===== src/hdl/ppc_consts.svh =====
// Purpose: register indices, reset values and widths of the port pin control block
// Assumes: byte address of a register is four times its index
// Notes:   definitions only
`ifndef PPC_CONSTS_SVH
`define PPC_CONSTS_SVH

// register indices
`define PPC_IDX_S_OD      8'h0e
`define PPC_IDX_M_DATA    8'h10
`define PPC_IDX_M_PIN     8'h11
`define PPC_IDX_M_DIR     8'h12
`define PPC_IDX_M_DRIVE   8'h13
`define PPC_IDX_M_PULLEN  8'h14
`define PPC_IDX_M_PULLPOL 8'h15

// port widths
`define PPC_S_PINS        4
`define PPC_M_PINS        6

// spi pins on port m, receive and transmit pins of can and async serial
`define PPC_M_SPI_LO      2
`define PPC_M_RX_PIN      0
`define PPC_M_TX_PIN      1

// reset values
`define PPC_RST_S_OD      4'h0
`define PPC_RST_M_DATA    6'h00
`define PPC_RST_M_DIR     6'h00
`define PPC_RST_M_DRIVE   6'h00
`define PPC_RST_M_PULLEN  6'h3f
`define PPC_RST_M_PULLPOL 6'h00

`endif


===== src/hdl/ppc_pkg.sv =====
// Purpose: types shared by the port pin control block
// Assumes: nothing
// Notes:   pad control bundles travel as packed structs
package ppc_pkg;

  // one port's pad controls, one bit per pin
  typedef struct packed {
    logic [5:0] out;
    logic [5:0] oe_n;
    logic [5:0] reduced;
    logic [5:0] pull_up;
    logic [5:0] pull_down;
  } ppc_pads_m_t;

  typedef struct packed {
    logic [3:0] out;
    logic [3:0] oe_n;
  } ppc_pads_s_t;

  typedef enum logic [0:0] {
    PPC_IDLE   = 1'b0,
    PPC_ACCESS = 1'b1
  } ppc_bus_state_t;

endpackage : ppc_pkg


===== src/hdl/ppc_pin_cell.sv =====
// Purpose: pad control of one bidirectional pin
// Assumes: inputs are the effective settings for the pin
// Notes:   purely combinational; the caller registers the results
`timescale 1ns/100ps
module ppc_pin_cell (
  // effective configuration
  input  wire logic dir_out,
  input  wire logic data,
  input  wire logic open_drain,
  input  wire logic reduce,
  input  wire logic pull_en,
  input  wire logic pull_pol,
  // pad controls
  output logic      pad_out,
  output logic      pad_oe_n,
  output logic      pad_reduced,
  output logic      pad_pull_up,
  output logic      pad_pull_down
);

  logic od_active;
  logic pull_ok;

  always_comb begin
    od_active     = dir_out & open_drain;                       // [RULE2]
    // open drain drives only a low; a one is left floating
    pad_out       = od_active ? 1'b0 : data;                    // [RULE1]
    pad_oe_n      = ~(dir_out & (~od_active | ~data));          // [RULE1]
    pad_reduced   = dir_out & reduce;                           // [RULE11]
    // pull-ups act on inputs and open-drain outputs only; pull-downs act on inputs only
    pull_ok       = pull_en & (~dir_out | od_active);           // [RULE12]
    pad_pull_up   = pull_ok & ~pull_pol;                        // [RULE14]
    pad_pull_down = pull_ok & pull_pol & ~dir_out;              // [RULE14]
  end

endmodule : ppc_pin_cell


===== src/hdl/ppc_top.sv =====
// Purpose: APB register file and pad control for port S open drain and port M
// Assumes: pad inputs and peripheral controls are synchronous to pclk
// Notes:   zero wait-state APB slave; unmapped addresses answer with pslverr
//
// How it works
// [RULE1] port S open drain: drive low only
// [RULE2] open drain ignored on input pins
// [RULE3] data read: latch if output, else pin
// [RULE4] spi status configures port M pins 5..2
// [RULE5] pin state reads pads, writes ignored
// [RULE6] direction bit 0 input, 1 output
// [RULE7] enabled spi or can sets pin direction
// [RULE8] transmit forces output, receive forces input
// [RULE9] channel disabled: direction register controls again
// [RULE10] reads follow direction change within two cycles
// [RULE11] drive bit reduces strength, ignored for inputs
// [RULE12] pull enable only for inputs, open drain
// [RULE13] reset: port M pull-ups enabled
// [RULE14] polarity 0 pull-up, 1 pull-down inputs only
// [RULE15] unimplemented upper bits read zero
//
// Implementation choice: the APB interface to the registers.
`timescale 1ns/100ps
`include "ppc_consts.svh"
module ppc_top
  import ppc_pkg::*;
#(
  parameter int ADDR_W = 12
) (
  // clock and reset
  input  wire logic              pclk,
  input  wire logic              presetn,
  // apb slave
  input  wire logic              psel,
  input  wire logic              penable,
  input  wire logic              pwrite,
  input  wire logic [ADDR_W-1:0] paddr,
  input  wire logic [31:0]       pwdata,
  input  wire logic [3:0]        pstrb,
  output logic      [31:0]       prdata,
  output logic                   pready,
  output logic                   pslverr,
  // port s: data and direction come from the rest of port s
  input  wire logic [3:0]        ps_data,
  input  wire logic [3:0]        ps_dir,
  output logic      [3:0]        ps_pad_out,
  output logic      [3:0]        ps_pad_oe_n,
  // port m pads
  input  wire logic [5:0]        pm_pad_in,
  input  wire logic [5:0]        pm_open_drain,
  output logic      [5:0]        pm_pad_out,
  output logic      [5:0]        pm_pad_oe_n,
  output logic      [5:0]        pm_pad_reduced,
  output logic      [5:0]        pm_pad_pull_up,
  output logic      [5:0]        pm_pad_pull_down,
  // spi controls of port_m_spi_pins
  input  wire logic              spi_enable,
  input  wire logic [3:0]        spi_dir,
  input  wire logic [3:0]        spi_data,
  // can_controller and async_serial_unit channels
  input  wire logic              can_enable,
  input  wire logic              can_tx_data,
  input  wire logic              serial_tx_enable,
  input  wire logic              serial_rx_enable,
  input  wire logic              serial_tx_data
);

  // index decode of a byte address
  function automatic logic hit(input logic [ADDR_W-1:0] a, input logic [7:0] idx);
    hit = (a[9:2] == idx) && (a[ADDR_W-1:10] == '0) && (a[1:0] == 2'b00);
  endfunction : hit

  // zero-extend a port value into a bus word
  function automatic logic [31:0] word6(input logic [5:0] v);
    word6 = {26'h0, v};                                         // [RULE15]
  endfunction : word6

  // ---------------- registers ----------------
  logic [3:0]     s_od_q,      s_od_d;
  logic [5:0]     m_data_q,    m_data_d;
  logic [5:0]     m_dir_q,     m_dir_d;
  logic [5:0]     m_drive_q,   m_drive_d;
  logic [5:0]     m_pullen_q,  m_pullen_d;
  logic [5:0]     m_pullpol_q, m_pullpol_d;
  logic [5:0]     m_pin_q;
  ppc_bus_state_t st_q,        st_d;
  logic [31:0]    rdata_q,     rdata_d;
  logic           ready_q,     ready_d;
  logic           err_q,       err_d;

  logic setup;
  logic wr_en;
  logic mapped;

  always_comb begin
    setup  = psel & ~penable;
    mapped = hit(paddr, `PPC_IDX_S_OD)     | hit(paddr, `PPC_IDX_M_DATA)   |
             hit(paddr, `PPC_IDX_M_PIN)    | hit(paddr, `PPC_IDX_M_DIR)    |
             hit(paddr, `PPC_IDX_M_DRIVE)  | hit(paddr, `PPC_IDX_M_PULLEN) |
             hit(paddr, `PPC_IDX_M_PULLPOL);
    // a write lands at the access edge where pready is sampled high
    wr_en  = psel & penable & ready_q & pwrite & pstrb[0] & ~err_q;
  end

  // bus handshake: pready is raised for the first access cycle
  always_comb begin
    st_d    = st_q;
    ready_d = 1'b0;
    err_d   = 1'b0;
    case (st_q)
      PPC_IDLE: begin
        if (setup) begin
          st_d    = PPC_ACCESS;
          ready_d = 1'b1;
          err_d   = ~mapped;
        end
      end
      PPC_ACCESS: begin
        st_d = PPC_IDLE;
      end
      default: st_d = PPC_IDLE;
    endcase
  end

  // register writes; upper bits are never stored
  always_comb begin
    s_od_d      = s_od_q;
    m_data_d    = m_data_q;
    m_dir_d     = m_dir_q;
    m_drive_d   = m_drive_q;
    m_pullen_d  = m_pullen_q;
    m_pullpol_d = m_pullpol_q;
    if (wr_en) begin
      if (hit(paddr, `PPC_IDX_S_OD))      s_od_d      = pwdata[3:0];    // [RULE15]
      if (hit(paddr, `PPC_IDX_M_DATA))    m_data_d    = pwdata[5:0];
      if (hit(paddr, `PPC_IDX_M_DIR))     m_dir_d     = pwdata[5:0];    // [RULE6]
      if (hit(paddr, `PPC_IDX_M_DRIVE))   m_drive_d   = pwdata[5:0];
      if (hit(paddr, `PPC_IDX_M_PULLEN))  m_pullen_d  = pwdata[5:0];
      if (hit(paddr, `PPC_IDX_M_PULLPOL)) m_pullpol_d = pwdata[5:0];
      // the pin-state index has no write path
    end
  end

  // read data, captured in the setup cycle
  always_comb begin
    rdata_d = 32'h00000000;
    if (setup & ~pwrite) begin
      if (hit(paddr, `PPC_IDX_S_OD))
        rdata_d = {28'h0000000, s_od_q};                        // [RULE15]
      if (hit(paddr, `PPC_IDX_M_DATA))
        rdata_d = word6((m_dir_q & m_data_q) | (~m_dir_q & m_pin_q)); // [RULE3] [RULE10]
      if (hit(paddr, `PPC_IDX_M_PIN))
        rdata_d = word6(m_pin_q);                               // [RULE5]
      if (hit(paddr, `PPC_IDX_M_DIR))     rdata_d = word6(m_dir_q);
      if (hit(paddr, `PPC_IDX_M_DRIVE))   rdata_d = word6(m_drive_q);
      if (hit(paddr, `PPC_IDX_M_PULLEN))  rdata_d = word6(m_pullen_q);
      if (hit(paddr, `PPC_IDX_M_PULLPOL)) rdata_d = word6(m_pullpol_q);
    end
  end

  always_ff @(posedge pclk or negedge presetn) begin
    if (!presetn) begin
      st_q        <= PPC_IDLE;
      ready_q     <= 1'b0;
      err_q       <= 1'b0;
      rdata_q     <= 32'h00000000;
      s_od_q      <= `PPC_RST_S_OD;
      m_data_q    <= `PPC_RST_M_DATA;
      m_dir_q     <= `PPC_RST_M_DIR;
      m_drive_q   <= `PPC_RST_M_DRIVE;
      m_pullen_q  <= `PPC_RST_M_PULLEN;                         // [RULE13]
      m_pullpol_q <= `PPC_RST_M_PULLPOL;                        // [RULE13]
      m_pin_q     <= 6'h00;
    end else begin
      st_q        <= st_d;
      ready_q     <= ready_d;
      err_q       <= err_d;
      rdata_q     <= rdata_d;
      s_od_q      <= s_od_d;
      m_data_q    <= m_data_d;
      m_dir_q     <= m_dir_d;
      m_drive_q   <= m_drive_d;
      m_pullen_q  <= m_pullen_d;
      m_pullpol_q <= m_pullpol_d;
      m_pin_q     <= pm_pad_in;                                 // [RULE5]
    end
  end

  always_comb begin
    prdata  = rdata_q;
    pready  = ready_q;
    pslverr = err_q;
  end

  // ---------------- effective port m configuration ----------------
  logic [5:0] m_dir_eff;
  logic [5:0] m_out_eff;
  logic       tx_force;
  logic       rx_force;

  always_comb begin
    m_dir_eff = m_dir_q;                                        // [RULE6] [RULE9]
    m_out_eff = m_data_q;
    tx_force  = can_enable | serial_tx_enable;
    rx_force  = can_enable | serial_rx_enable;
    if (spi_enable) begin
      m_dir_eff[5:`PPC_M_SPI_LO] = spi_dir;                     // [RULE4] [RULE7]
      m_out_eff[5:`PPC_M_SPI_LO] = spi_data;                    // [RULE4]
    end
    if (tx_force) begin
      m_dir_eff[`PPC_M_TX_PIN] = 1'b1;                          // [RULE8] [RULE7]
      m_out_eff[`PPC_M_TX_PIN] = can_enable ? can_tx_data : serial_tx_data;
    end
    if (rx_force) begin
      m_dir_eff[`PPC_M_RX_PIN] = 1'b0;                          // [RULE8] [RULE7]
    end
  end

  // ---------------- pad cells ----------------
  ppc_pads_m_t pm_d, pm_q;
  ppc_pads_s_t ps_d, ps_q;

  for (genvar i = 0; i < `PPC_M_PINS; i++) begin : g_pm
    ppc_pin_cell u_cell (
      .dir_out       (m_dir_eff[i]),
      .data          (m_out_eff[i]),
      .open_drain    (pm_open_drain[i]),
      .reduce        (m_drive_q[i]),                            // [RULE11]
      .pull_en       (m_pullen_q[i]),                           // [RULE12]
      .pull_pol      (m_pullpol_q[i]),                          // [RULE14]
      .pad_out       (pm_d.out[i]),
      .pad_oe_n      (pm_d.oe_n[i]),
      .pad_reduced   (pm_d.reduced[i]),
      .pad_pull_up   (pm_d.pull_up[i]),
      .pad_pull_down (pm_d.pull_down[i])
    );
  end

  for (genvar i = 0; i < `PPC_S_PINS; i++) begin : g_ps
    ppc_pin_cell u_cell (
      .dir_out       (ps_dir[i]),
      .data          (ps_data[i]),
      .open_drain    (s_od_q[i]),                               // [RULE1] [RULE2]
      .reduce        (1'b0),
      .pull_en       (1'b0),
      .pull_pol      (1'b0),
      .pad_out       (ps_d.out[i]),
      .pad_oe_n      (ps_d.oe_n[i]),
      .pad_reduced   (),
      .pad_pull_up   (),
      .pad_pull_down ()
    );
  end

  // pads are registered; reset leaves all pins undriven with port m pulled up
  always_ff @(posedge pclk or negedge presetn) begin
    if (!presetn) begin
      pm_q <= '{out: 6'h00, oe_n: 6'h3f, reduced: 6'h00,
                pull_up: 6'h3f, pull_down: 6'h00};              // [RULE13]
      ps_q <= '{out: 4'h0, oe_n: 4'hf};
    end else begin
      pm_q <= pm_d;
      ps_q <= ps_d;
    end
  end

  always_comb begin
    pm_pad_out       = pm_q.out;
    pm_pad_oe_n      = pm_q.oe_n;
    pm_pad_reduced   = pm_q.reduced;
    pm_pad_pull_up   = pm_q.pull_up;
    pm_pad_pull_down = pm_q.pull_down;
    ps_pad_out       = ps_q.out;
    ps_pad_oe_n      = ps_q.oe_n;
  end

endmodule : ppc_top


===== config.mk =====
export PLATFORM = sky130hd
export DESIGN_NAME = ppc_top
export DESIGN_NICKNAME = d
export VERILOG_FILES = /design/src/hdl/ppc_pkg.sv /design/src/hdl/ppc_pin_cell.sv /design/src/hdl/ppc_top.sv
export VERILOG_INCLUDE_DIRS = /design/src /design/src/hdl
export SDC_FILE = /design/constraint.sdc
export NUM_CORES = 1
export LEC_CHECK = 0
export BUFFER_PORTS_ARGS = -buffer_cell sky130_fd_sc_hd__buf_4
export CAP_MARGIN = 0
export CORE_MARGIN = 2
export CORE_UTILIZATION = 48
export CTS_CLUSTER_DIAMETER = 30
export CTS_CLUSTER_SIZE = 25
export DETAILED_ROUTE_END_ITERATION = 7
export GPL_ROUTABILITY_DRIVEN = 0
export PLACE_DENSITY = 0.87
export RECOVER_POWER = 25
export SYNTH_ARGS = -nofsm -noshare
export SYNTH_HDL_FRONTEND = slang
export SYNTH_SLANG_ARGS = --single-unit

===== constraint.sdc =====
create_clock -name pclk -period 2.22 [get_ports pclk]
set_clock_uncertainty 0.1 [all_clocks]
set_input_delay 0.111 -clock pclk [delete_from_list [all_inputs] [get_ports pclk]]
set_output_delay 0.111 -clock pclk [all_outputs]
set_load 0.01 [all_outputs]

# Word level (Yosys, flattened, before mapping)
# Cells that the tools add are included.
# Widths: inputs -> output; s select.
# word_totals
ram_bits,0
latch_bits,0
register_bits,113
n_memories,0
mem_bits_ro,0
in_bits,87
wordCells,208
# classes
eq_ne,7
n_mux,29
n_lt_le_gt_ge,0
n_mul,0
n_shift,0
add_sub_neg,0
n_div,0
n_reduce_logical,22
bitwise_logic,132
# op_table
op,count
$mux 32,7
$and 1x1->1,57
$eq 8x5->1 const B,6
$not 1->1,47
$or 1x1->1,24
$mux 1,18
$logic_and 1x1->1,14
$and 6x6->6,2
$mux 4,3
$reduce_and 2->1,6
$eq 8x4->1 const B,1
$not 6->6,1
$or 6x6->6,1
$logic_not 2->1,2
$pmux 1 s2,1

# Longest topological paths before layout
# Gate-level depths: netlist of the first run.
# logic_depth
depth_word,12
mapped_depth,6
depth_no_buf,5

# By module
# Synthesis of the first run repeated with hierarchy kept, for this count alone.
# hier_totals
hier_cells,334
area_unflattened_um2,4078.9
# modules_own_cells
mod,area_each_um2,seq_area_each_um2,cells_each,n_inst
ppc_top,3590.9,2179.6,254,1
ppc_pin_cell,48.8,0.0,8,10

# Worst setup path after synthesis of the first run
# OpenSTA, ideal clock, no wires.
# synth_path
path_type,register to register
startpoint,register ready_q (netlist: pready)
endpoint,register m_drive_q[0]
t_arrival_ns,1.520
stages_incl_launch_ff,7
setup_time_ns,0.125
t_required_ns,1.995
slack_ns,0.474
cell_sequence,dfrtp_1 > and4_1 > nand4_4 > nor2_4 > and3_4 > buf_8 > mux2_4
# synth_between
elab_chain_len,5
# synth_rtl
element,line_no,text
"start, declared",ppc_top.sv:88,"logic ready_q, ready_d;"
"start signal, assigned",ppc_top.sv:176,ready_q <= ready_d;
$and 1x1->1 (4 in series),ppc_top.sv:102,wr_en = psel & penable & ready_q & pwrite & pstrb[0] & ~err_q;
$reduce_and 2->1 (no line),--,
"end signal, assigned",ppc_top.sv:170,m_drive_q <= `PPC_RST_M_DRIVE;
"end signal, assigned",ppc_top.sv:182,m_drive_q <= m_drive_d;
"end, declared",ppc_top.sv:82,"logic [5:0] m_drive_q, m_drive_d;"
# No other way between the ends.
# A chain may end at the register's enable or synchronous reset.

# Worst setup path after layout of the first run
# layout_path
startpoint,register m_dir_q[4]
endpoint,register rdata_q[4] (netlist: prdata[4])
# layout_between
elab_chain_len,10
elab_cells_between_ends,11
# layout_rtl
element,line_no,text
"start, declared",ppc_top.sv:81,"logic [5:0] m_dir_q, m_dir_d;"
"start signal, assigned",ppc_top.sv:169,m_dir_q <= `PPC_RST_M_DIR;
"start signal, assigned",ppc_top.sv:181,m_dir_q <= m_dir_d;
$not 6->6,ppc_top.sv:151,rdata_d = word6((m_dir_q & m_data_q) | (~m_dir_q & m_pin_q));
$and 6x6->6,ppc_top.sv:151,
$or 6x6->6,ppc_top.sv:151,
$mux 32,ppc_top.sv:150,"if (hit(paddr, `PPC_IDX_M_DATA))"
$mux 32,ppc_top.sv:152,"if (hit(paddr, `PPC_IDX_M_PIN))"
$mux 32 (*),ppc_top.sv:154,"if (hit(paddr, `PPC_IDX_M_DIR)) rdata_d = word6(m_dir_q);"
$mux 32 (*),ppc_top.sv:155,"if (hit(paddr, `PPC_IDX_M_DRIVE)) rdata_d = word6(m_drive_q);"
$mux 32 (*),ppc_top.sv:156,"if (hit(paddr, `PPC_IDX_M_PULLEN)) rdata_d = word6(m_pullen_q);"
$mux 32 (*),ppc_top.sv:157,"if (hit(paddr, `PPC_IDX_M_PULLPOL)) rdata_d = word6(m_pullpol_q);"
$mux 32 (*),ppc_top.sv:147,if (setup & ~pwrite) begin
via rdata_d[4],ppc_top.sv:87,"logic [31:0] rdata_q, rdata_d;"
"end signal, assigned",ppc_top.sv:178,rdata_q <= rdata_d;
"end, declared",ppc_top.sv:87,
# The timed path passes the listed nets; every way through them passes the cells marked *.

==> impl_metrics.env, run 1 <==
export IMPL_status="complete, no violations"
export IMPL_cts_buffers=9
export IMPL_worst_pin_slew_ns=1.02
export IMPL_tns_ns=0
export IMPL_crit_slowest_cell="dlygate4sd3_1"
export IMPL_ir_drop_v=0.000396
export IMPL_cp_cell_sequence="nor2b_1, nor3b_1, a221oi_1, o32a_1, nor3_1, dlygate4sd3_1"
export IMPL_async_reset_ff_share_pct=100
export IMPL_core_rowCount=33
export IMPL_clockRootBuffer="clkbuf_8"
export IMPL_grt_usage_pct=23.3
export IMPL_synth_enable_flop_cells=0
export IMPL_start_util_pct=48.9
export IMPL_critPathBufInv=1
export IMPL_yosys_cell_types_count=46
export IMPL_arrival_ns=2.26
export IMPL_cp_top_family="buffers and inverters"
export IMPL_fin_hold_ws_ns=0.0331
export IMPL_final_cell_mix="buf_4, dfrtp_1, dlygate4sd3_1, nand2_1, mux2_2"
export IMPL_cts_setup_buffers=0
export IMPL_routed_wl_um=9870
export IMPL_ctsHoldBuffers=57
export IMPL_synth_area_leaders="dfrtp_1, dfstp_2, mux2_2, buf_4, nand2_1"
export IMPL_crit_cells=6
export IMPL_drt_iter0_drc=271
export IMPL_combPwrFrac_pct=11.9
export IMPL_setup_slack_ns=0.168
export IMPL_wl_per_cell_um=16.1
export IMPL_grt_max_degree=48
export IMPL_cts_tree="yes"
export IMPL_crit_path_start_kind="register"
export IMPL_clkPwrFrac_pct=36.3
export IMPL_endpoint="prdata[4]$_DFF_PN0_"
export IMPL_port_buffers=103
export IMPL_r2r_slack_ns=0.17
export IMPL_slew_headroom_pct=32.1
export IMPL_pwr_share_seq_pct=51.8
export IMPL_r2r_end="prdata[4]$_DFF_PN0_"
export IMPL_yosys_warnings=0
export IMPL_setup_violations=0
export IMPL_design_area_mm2=0.00551
export IMPL_drtAntennaViolNets=0
export IMPL_hold_start="can_enable"
export IMPL_netlist_area_mm2=0.00396
export IMPL_htreeDepth=3
export IMPL_mostFrequentLayoutCell="buf_4"
export IMPL_overflow=0
export IMPL_rsz0062_at_grt="false"
export IMPL_min_period_ns=2.05
export IMPL_critPathRequiredTime_ns=2.42
export IMPL_final_nets=591
export IMPL_hold_path_class="in2reg"
export IMPL_clock_latency_ns=0.37
export IMPL_end_kind="register"
export IMPL_dr_total_vias=3150
export IMPL_pre_cts_slack_ns=0.332
export IMPL_p_int_uw=2370
export IMPL_crit_fanout=5
export IMPL_rr_worst_depth=6
export IMPL_synth_seq_area_share_pct=55.1
export IMPL_path_class="reg2reg"
export IMPL_final_layout_size_suffix_gt1_share_pct=37.3
export IMPL_slew_viol_final=0
export IMPL_fin_total_pwr_uw=3100
export IMPL_powerDensity_mw_per_mm2=563
export IMPL_finalHoldViolCount=0
export IMPL_post_dp_cell_area_mm2=0.00474
export IMPL_die_w_um=94.8
export IMPL_area_delta_synth_final_pct=39.4
export IMPL_syn_area_per_cell_um2=11.7
export IMPL_synthFlopType="dfrtp_1"
export IMPL_grt_first_pass_wirelength_um=15600
export IMPL_r2r_start="m_dir_q[4]$_DFFE_PN0P_"
export IMPL_net_switching_power_uw=733
export IMPL_switching_share_pct=23.6
export IMPL_io_pins=159
export IMPL_first_global_vias=3150
export IMPL_via_per_inst=5.13
export IMPL_die_h_um=94.8
export IMPL_clock_sinks=86
export IMPL_antenna_found_initial=0
export IMPL_netlist_instances=339
export IMPL_dr_pass1_iters=4
export IMPL_drv_cap=0
export IMPL_yosysTopAreaCell="dfrtp_1"
export IMPL_core_mm2=0.00809
export IMPL_cellLeakagePower_uw=0.00260
export IMPL_ys_ff_latch=86
export IMPL_cts_resized=0
export IMPL_fmax_ghz=0.487
export IMPL_startpoint="m_dir_q[4]$_DFFE_PN0P_"
export IMPL_finalCritPeriodShare_pct=92.4
export IMPL_clk_path_buf_depth=2
export IMPL_critical_path_max_stage_delay_ns=0.57
export IMPL_post_route_drc_count=0
export IMPL_yosysTopAreaCellShare_pct=40.5
export IMPL_clk_pin_slew_ns=0.08
export IMPL_dp_hpwl_um=6440
export IMPL_die_area_mm2=0.00898
export IMPL_diodes=0
cell usage after synthesis, types with 6 or more instances:
library cell	instances
mux2_4	6
a21boi_0	6
mux2i_1	7
dfrtp_1	64
o21ai_0	13
dfstp_2	22
nor3b_1	6
nor2_1	23
mux2_2	33
nand2b_1	9
nand3_1	8
and3_1	6
nand2_1	47
buf_4	26
nor2b_1	9
a21oi_1	7
routing by layer:
| metal | part of all wire, % | GRT usage [%] |
|---|---|---|
| met3 | 7.0 | 4.71 |
| met2 | 52 | 41.2 |
| met1 | 39 | 27.7 |
| met5 | 0 | 0 |
| met4 | 2.0 | 9.42 |
cell type report:
class | instances | area, um^2
inverters | 2 | 7.51
flip-flops and latches | 86 | 2180
well taps | 105 | 131
multi-input cells | 243 | 1630
clock inverters | 3 | 45.0
fillers | 588 | 2580
repair buffers | 162 | 1370
clock buffers | 13 | 159
cells by family (layout without fill, tap and decap cells):
| group | after synthesis | after routing | share of synthesized area (%) |
|---|---|---|---|
| buffers and inverters | 35 | 180 | 6.17 |
| multiplexers | 46 | 46 | 13.4 |
| other | 1 | 26 | 0.0948 |
| AO/OA/AOI/OAI | 46 | 46 | 7.78 |
| flip-flops | 86 | 86 | 55.1 |
| AND/OR/NAND/NOR | 125 | 125 | 17.4 |
worst min-delay path by stage:
stage                                       end  slack (ns)  depth (start not counted)
finish              pm_pad_pull_up[1]$_DFF_PN1_        0.03                          3
global route        pm_pad_reduced[0]$_DFF_PN0_        0.05                          3
CTS                         prdata[5]$_DFF_PN0_       0.002                          3
detailed placement      pm_pad_out[0]$_DFF_PN0_        0.03                          1
global placement        pm_pad_out[0]$_DFF_PN0_        0.01                          1
floorplan               m_data_q[0]$_DFFE_PN0P_       -0.28                          0
stage by stage:
step	std cells	utilization (%)
after global routing	614	68.1
final	614	68.1
after CTS	614	68.2
after floorplan	364	-
after detailed placement	541	58.6
after global placement	541	58.6
power by group through the flow:
stage	registers (uW)	logic (uW)	clock network (uW)
global route	1610	402	1210
global placement	1630	278	0
detailed placement	1640	286	0
floorplan	1650	127	0
finish	1610	370	1130
CTS	1610	365	1140
sequential cells by signal, summed over array words and instances (netlist names):
signal	count
s_od_q	4
m_pin_q	6
pm_pad_reduced	6
pm_pad_pull_down	6
prdata	6
m_pullen_q	6
ps_pad_oe_n	4
pslverr	1
pready	1
m_data_q	6
pm_pad_oe_n	6
m_pullpol_q	6
m_dir_q	6
ps_pad_out	4
pm_pad_pull_up	6
m_drive_q	6
pm_pad_out	6
worst register-to-register path: stages, from the launching register on:
cell,delay (ns)
dfrtp_1,0.42
nor2b_1,0.17
nor3b_1,0.20
a221oi_1,0.08
o32a_1,0.32
nor3_1,0.14
dlygate4sd3_1,0.57
(Power assumes the default switching activity.)
==> run 2: changes to the inputs <==
--- a/config.mk
+++ b/config.mk
@@ -16,6 +16,7 @@
 export GPL_ROUTABILITY_DRIVEN = 0
 export PLACE_DENSITY = 0.87
 export RECOVER_POWER = 25
+export SETUP_SLACK_MARGIN = 0.4
 export SYNTH_ARGS = -nofsm -noshare
 export SYNTH_HDL_FRONTEND = slang
 export SYNTH_SLANG_ARGS = --single-unit
==> run 2 against run 1 <==
Maximum frequency up 16%. First-iteration DRC count decreased by 17%. Sequential cell count unchanged. Final cell count fell by 0.33%. Critical endpoint is now m_drive_q[3]$_DFFE_PN0P_. Highest routed layer unchanged.
==> impl_metrics.env, run 2 (synthesis results as in run 1) <==
export IMPL_powerDensity_mw_per_mm2=564
export IMPL_io_pins=159
export IMPL_rsz0062_at_grt="true"
export IMPL_first_global_vias=3127
export IMPL_switching_share_pct=23.6
export IMPL_core_mm2=0.00809
export IMPL_arrival_ns=1.93
export IMPL_r2r_slack_ns=0.44
export IMPL_endpoint="m_drive_q[3]$_DFFE_PN0P_"
export IMPL_startpoint="pwrite"
export IMPL_clkPwrFrac_pct=36.3
export IMPL_net_switching_power_uw=729
export IMPL_tns_ns=0
export IMPL_mostFrequentLayoutCell="buf_4"
export IMPL_via_per_inst=5.03
export IMPL_crit_slowest_cell="dlygate4sd3_1"
export IMPL_die_area_mm2=0.00898
export IMPL_nFillCells=594
export IMPL_drv_cap=0
export IMPL_cts_buffers=9
export IMPL_clk_pin_slew_ns=0.09
export IMPL_drt_iter0_drc=224
export IMPL_die_h_um=94.8
export IMPL_ir_drop_v=0.000396
export IMPL_clockRootBuffer="clkbuf_8"
export IMPL_cts_tree="yes"
export IMPL_status="complete, no violations"
export IMPL_rr_worst_depth=5
export IMPL_dr_total_vias=3078
export IMPL_clk_path_buf_depth=2
export IMPL_cp_top_family="simple AND/OR/NAND/NOR gates"
export IMPL_critPathBufInv=2
export IMPL_pwr_share_seq_pct=51.9
export IMPL_dr_pass1_iters=4
export IMPL_crit_path_start_kind="input pin"
export IMPL_area_delta_synth_final_pct=38.6
export IMPL_wl_per_cell_um=15.7
export IMPL_met1_usage_pct=27.0
export IMPL_drtAntennaViolNets=0
export IMPL_die_w_um=94.8
export IMPL_crit_cells=7
export IMPL_min_period_ns=1.78
export IMPL_grt_use_met2_pct=39.6
export IMPL_routed_wl_um=9630
export IMPL_r2r_start="pslverr$_DFF_PN0_"
export IMPL_clock_latency_ns=0.37
export IMPL_end_kind="register"
export IMPL_start_util_pct=48.9
export IMPL_diodes=0
export IMPL_final_cell_mix="buf_4, dfrtp_1, dlygate4sd3_1, nand2_1, mux2_2"
export IMPL_setup_violations=0
export IMPL_worst_pin_slew_ns=1.01
export IMPL_finalCritPeriodShare_pct=80.0
export IMPL_crit_fanout=6
export IMPL_fmax_ghz=0.563
export IMPL_slew_viol_final=0
export IMPL_path_class="in2reg"
export IMPL_final_layout_size_suffix_gt1_share_pct=37.7
export IMPL_post_route_drc_count=0
export IMPL_antenna_found_initial=0
export IMPL_cellLeakagePower_uw=0.00258
export IMPL_cp_cell_sequence="dlygate4sd3_1, buf_4, and4_4, nand4_4, nor2_4, and3_4, mux2_4"
export IMPL_core_rowCount=33
export IMPL_port_buffers=103
export IMPL_final_nets=589
export IMPL_use_met3_pct=4.47
export IMPL_grt_max_degree=48
export IMPL_slew_headroom_pct=32.7
export IMPL_clock_sinks=86
export IMPL_htreeDepth=3
export IMPL_finalHoldViolCount=0
export IMPL_hold_path_class="in2reg"
export IMPL_grt_usage_pct=22.8
export IMPL_combPwrFrac_pct=11.7
export IMPL_overflow=0
export IMPL_dp_hpwl_um=6440
export IMPL_top_usage_layer="met2"
export IMPL_grt_first_pass_wirelength_um=15200
export IMPL_setup_slack_ns=0.444
export IMPL_r2r_end="m_drive_q[3]$_DFFE_PN0P_"
export IMPL_pre_cts_slack_ns=0.332
export IMPL_p_int_uw=2370
export IMPL_critical_path_max_stage_delay_ns=0.53
export IMPL_critPathRequiredTime_ns=2.37
-- run 2: worst min path at each step --
stage	cells after the start	endpoint	startpoint	slack, ns
2_1_floorplan	0	m_data_q[0]$_DFFE_PN0P_	presetn	-0.28
3_3_place_gp	1	pm_pad_out[0]$_DFF_PN0_	presetn	0.01
3_5_place_dp	1	pm_pad_out[0]$_DFF_PN0_	presetn	0.03
4_1_cts	2	pm_pad_out[5]$_DFF_PN0_	spi_enable	0.001
5_1_grt	3	prdata[5]$_DFF_PN0_	paddr[4]	0.03
6_report	2	pm_pad_out[5]$_DFF_PN0_	spi_enable	0.007
-- run 2: area by class of cell --
type / instances / area [um^2] / area share, %
inverter: 2 / 7.51 / 0.137
multi-input combinational: 243 / 1630 / 29.7
sequential: 86 / 2180 / 39.8
tap: 105 / 131 / 2.40
timing repair buffer: 160 / 1330 / 24.3
clock buffer: 13 / 159 / 2.90
clock inverter: 3 / 45.0 / 0.822
-- run 2: metrics by stage --
| step | hold WS (ns) | util [%] | cell area, um^2 | cells | power [uW] |
|---|---|---|---|---|---|
| after detailed placement | 0.0265 | 58.6 | 4740 | 541 | 1920 |
| after floorplan | -0.285 | - | 4050 | 364 | 1770 |
| after global placement | 0.0106 | 58.6 | 4740 | 541 | 1910 |
| after CTS | 0.00120 | 67.7 | 5480 | 610 | 3110 |
| after global routing | 0.0329 | 67.7 | 5480 | 612 | 3220 |
| final | 0.00698 | 67.7 | 5480 | 612 | 3090 |
-- run 2: worst reg2reg max path, delay by kind of cell (launching register included) --
family           cells  cell delay (ns)
AND/OR/NAND/NOR      4             0.86
flip-flops           1             0.40
multiplexers         1             0.31
-- run 2: layer usage --
metal	up-vias	share of wire (%)
li1	1451	-
met1	1474	39
met2	133	52
met3	20	7.0
met4	0	2.5
met5	-	0
-- run 2: repair_timing --
item	4_1_cts	5_1_grt
hold endpoints to repair	111	0
gates resized for setup	0	1
buffers inserted	0	2
hold buffers	53	0
endpoints found under the setup margin	0	24
-- run 2: power by group through the flow --
stage	combinational, uW	sequential, uW	clock (uW)
3_3_place_gp	278	1630	0
2_1_floorplan	127	1650	0
3_5_place_dp	286	1640	0
5_1_grt	397	1610	1210
4_1_cts	361	1610	1140
6_report	363	1610	1120
==> run 3: changes to the inputs <==
==> constraint.sdc (replaced) <==
create_clock -name pclk -period 1.75 [get_ports pclk]
set_clock_uncertainty 0.1 [all_clocks]
set_input_delay 0.0875 -clock pclk [delete_from_list [all_inputs] [get_ports pclk]]
set_output_delay 0.0875 -clock pclk [all_outputs]
set_load 0.01 [all_outputs]
==> run 3 against run 2 <==
Non-clock buffer count rose by 16. Wire length up 15%. Critical path depth shrank 1. Core utilization up 3.5 points. Register-to-register slack lost 0.39 ns. Count of clock-buffer cells in the layout is 1 lower. First-iteration DRC count up 58%. Clock power is 20% higher. Die area unchanged. Worst setup slack worse by 0.39 ns.
==> impl_metrics.env, run 3 (synthesis results as in run 1) <==
export IMPL_status="complete, no violations"
export IMPL_wl_per_cell_um=17.6
export IMPL_start_util_pct=48.9
export IMPL_clockRootBuffer="clkbuf_8"
export IMPL_port_buffers=103
export IMPL_final_layout_size_suffix_gt1_share_pct=44.6
export IMPL_dr_pass1_iters=5
export IMPL_powerDensity_mw_per_mm2=673
export IMPL_final_seq_area_mm2=0.00218
export IMPL_cellLeakagePower_uw=0.00275
export IMPL_die_w_um=94.8
export IMPL_die_area_mm2=0.00898
export IMPL_mostFrequentLayoutCell="buf_4"
export IMPL_arrival_ns=1.89
export IMPL_wl_met3_um=769
export IMPL_post_route_drc_count=0
export IMPL_met2_length_um=5560
export IMPL_grt_first_pass_wirelength_um=16400
export IMPL_die_h_um=94.8
export IMPL_cts_buffers=9
export IMPL_grt_max_degree=87
export IMPL_nFillCells=542
export IMPL_min_period_ns=1.70
export IMPL_hold_path_depth=4
export IMPL_fin_hold_ws_ns=0.0476
export IMPL_routed_wl_um=11100
export IMPL_grt_usage_pct=24.0
export IMPL_slew_viol_final=0
export IMPL_hold_path_class="in2reg"
export IMPL_multi_input_area_mm2=0.00179
export IMPL_core_rowCount=33
export IMPL_core_mm2=0.00809
export IMPL_critPathRequiredTime_ns=1.94
export IMPL_highest_layer="met4"
export IMPL_crit_fanout=4
export IMPL_clk_pin_slew_ns=0.08
export IMPL_finalHoldViolCount=0
export IMPL_stdcell_count=628
export IMPL_worst_pin_slew_ns=1.13
export IMPL_cts_tree="yes"
export IMPL_setup_violations=0
export IMPL_end_kind="register"
export IMPL_setup_slack_ns=0.0543
export IMPL_path_class="reg2reg"
export IMPL_finalCritPeriodShare_pct=96.9
export IMPL_dp_cells=550
export IMPL_drt_iter0_drc=354
export IMPL_crit_path_start_kind="register"
export IMPL_dp_hpwl_um=6690
export IMPL_area_delta_synth_final_pct=45.7
export IMPL_met1_length_um=4380
export IMPL_pre_cts_slack_ns=0.0149
export IMPL_ir_drop_v=0.000498
export IMPL_drtAntennaViolNets=0
export IMPL_antenna_found_initial=0
export IMPL_post_route_util_pct=71.2
export IMPL_slew_headroom_pct=24.9
export IMPL_via_per_inst=5.44
export IMPL_clk_path_buf_depth=2
export IMPL_dr_total_vias=3417
export IMPL_clock_latency_ns=0.36
export IMPL_final_cell_mix="buf_4, dfrtp_1, dlygate4sd3_1, nand2_1, conb_1"
export IMPL_first_global_vias=3332
export IMPL_fmax_ghz=0.590
export IMPL_overflow=0
export IMPL_io_pins=159
export IMPL_htreeDepth=3
export IMPL_rsz0062_at_grt="true"
export IMPL_rr_worst_depth=6
export IMPL_drv_cap=0
export IMPL_diodes=0
export IMPL_clock_sinks=86
export IMPL_final_nets=605
[run 3: cell types whose count changed in the layout (fill, tap and decap cells not counted), moves of 3 or more]
cell / previous run / this run
o21ai_1: 0 / 3
clkbuf_1: 5 / 0
a21oi_1: 7 / 3
buf_4: 95 / 113
nor2_1: 23 / 19
o21ai_0: 13 / 8
buf_6: 0 / 3
mux2_2: 33 / 20
mux2_4: 6 / 19
a21oi_2: 0 / 4
[run 3: critical path, stage by stage (launching register included)]
cell and delay (ns):
dfrtp_1 0.36, and4_4 0.22, nand4_4 0.16, buf_6 0.17, nor3_4 0.16, buf_6 0.16, mux2_4 0.30
[run 3: power by group]
group | internal (uW) | switching [uW] | leakage [uW]
clock network | 635 | 707 | 0.0000986
registers | 2030 | 12.6 | 0.00109
logic | 244 | 250 | 0.00156
[run 3: metal layers]
metal	vias to the layer above	track usage, %
met2	219	40.6
met1	1672	30.1
met5	-	0
met4	0	11.5
met3	38	3.83
li1	1488	-
[run 3: layout make-up]
| type | instances | share of cell area, % |
|---|---|---|
| clock inverters | 4 | 0.521 |
| flip-flops and latches | 86 | 37.8 |
| repair buffers | 176 | 25.4 |
| multi-input cells | 243 | 31.0 |
| clock buffers | 12 | 2.87 |
| well taps | 105 | 2.28 |
| inverters | 2 | 0.130 |
[run 3: timing repair]
item	4_1_cts	5_1_grt
setup endpoints to repair	38	47
pin swaps	5	7
hold buffers	51	4
buffers inserted	7	3
gates resized for setup	15	23
endpoints found under the hold margin	158	3
[run 3: per-stage QoR]
stage	power [uW]	cell area, um^2	setup TNS [ns]
after floorplan	2250	4080	0
after global placement	2440	4840	0
after detailed placement	2450	4840	0
after CTS	3870	5660	0
after global routing	4030	5760	-0.0433
final	3880	5760	0
[run 3: final timing paths]
path | slack [ns] | startpoint | end
worst min register to register | 0.34 | m_pullpol_q[5]$_DFFE_PN0P_ | pm_pad_pull_up[5]$_DFF_PN1_
worst min-delay path | 0.05 | spi_enable | pm_pad_pull_up[5]$_DFF_PN1_
worst max register to register | 0.05 | pready$_DFF_PN0_ | m_pullen_q[4]$_DFFE_PN1P_
max in group asynchronous | 0.25 | presetn | m_dir_q[0]$_DFFE_PN0P_
worst max-delay path | 0.05 | pready$_DFF_PN0_ | m_pullen_q[4]$_DFFE_PN1P_
min in group asynchronous | 0.52 | presetn | m_data_q[5]$_DFFE_PN0P_
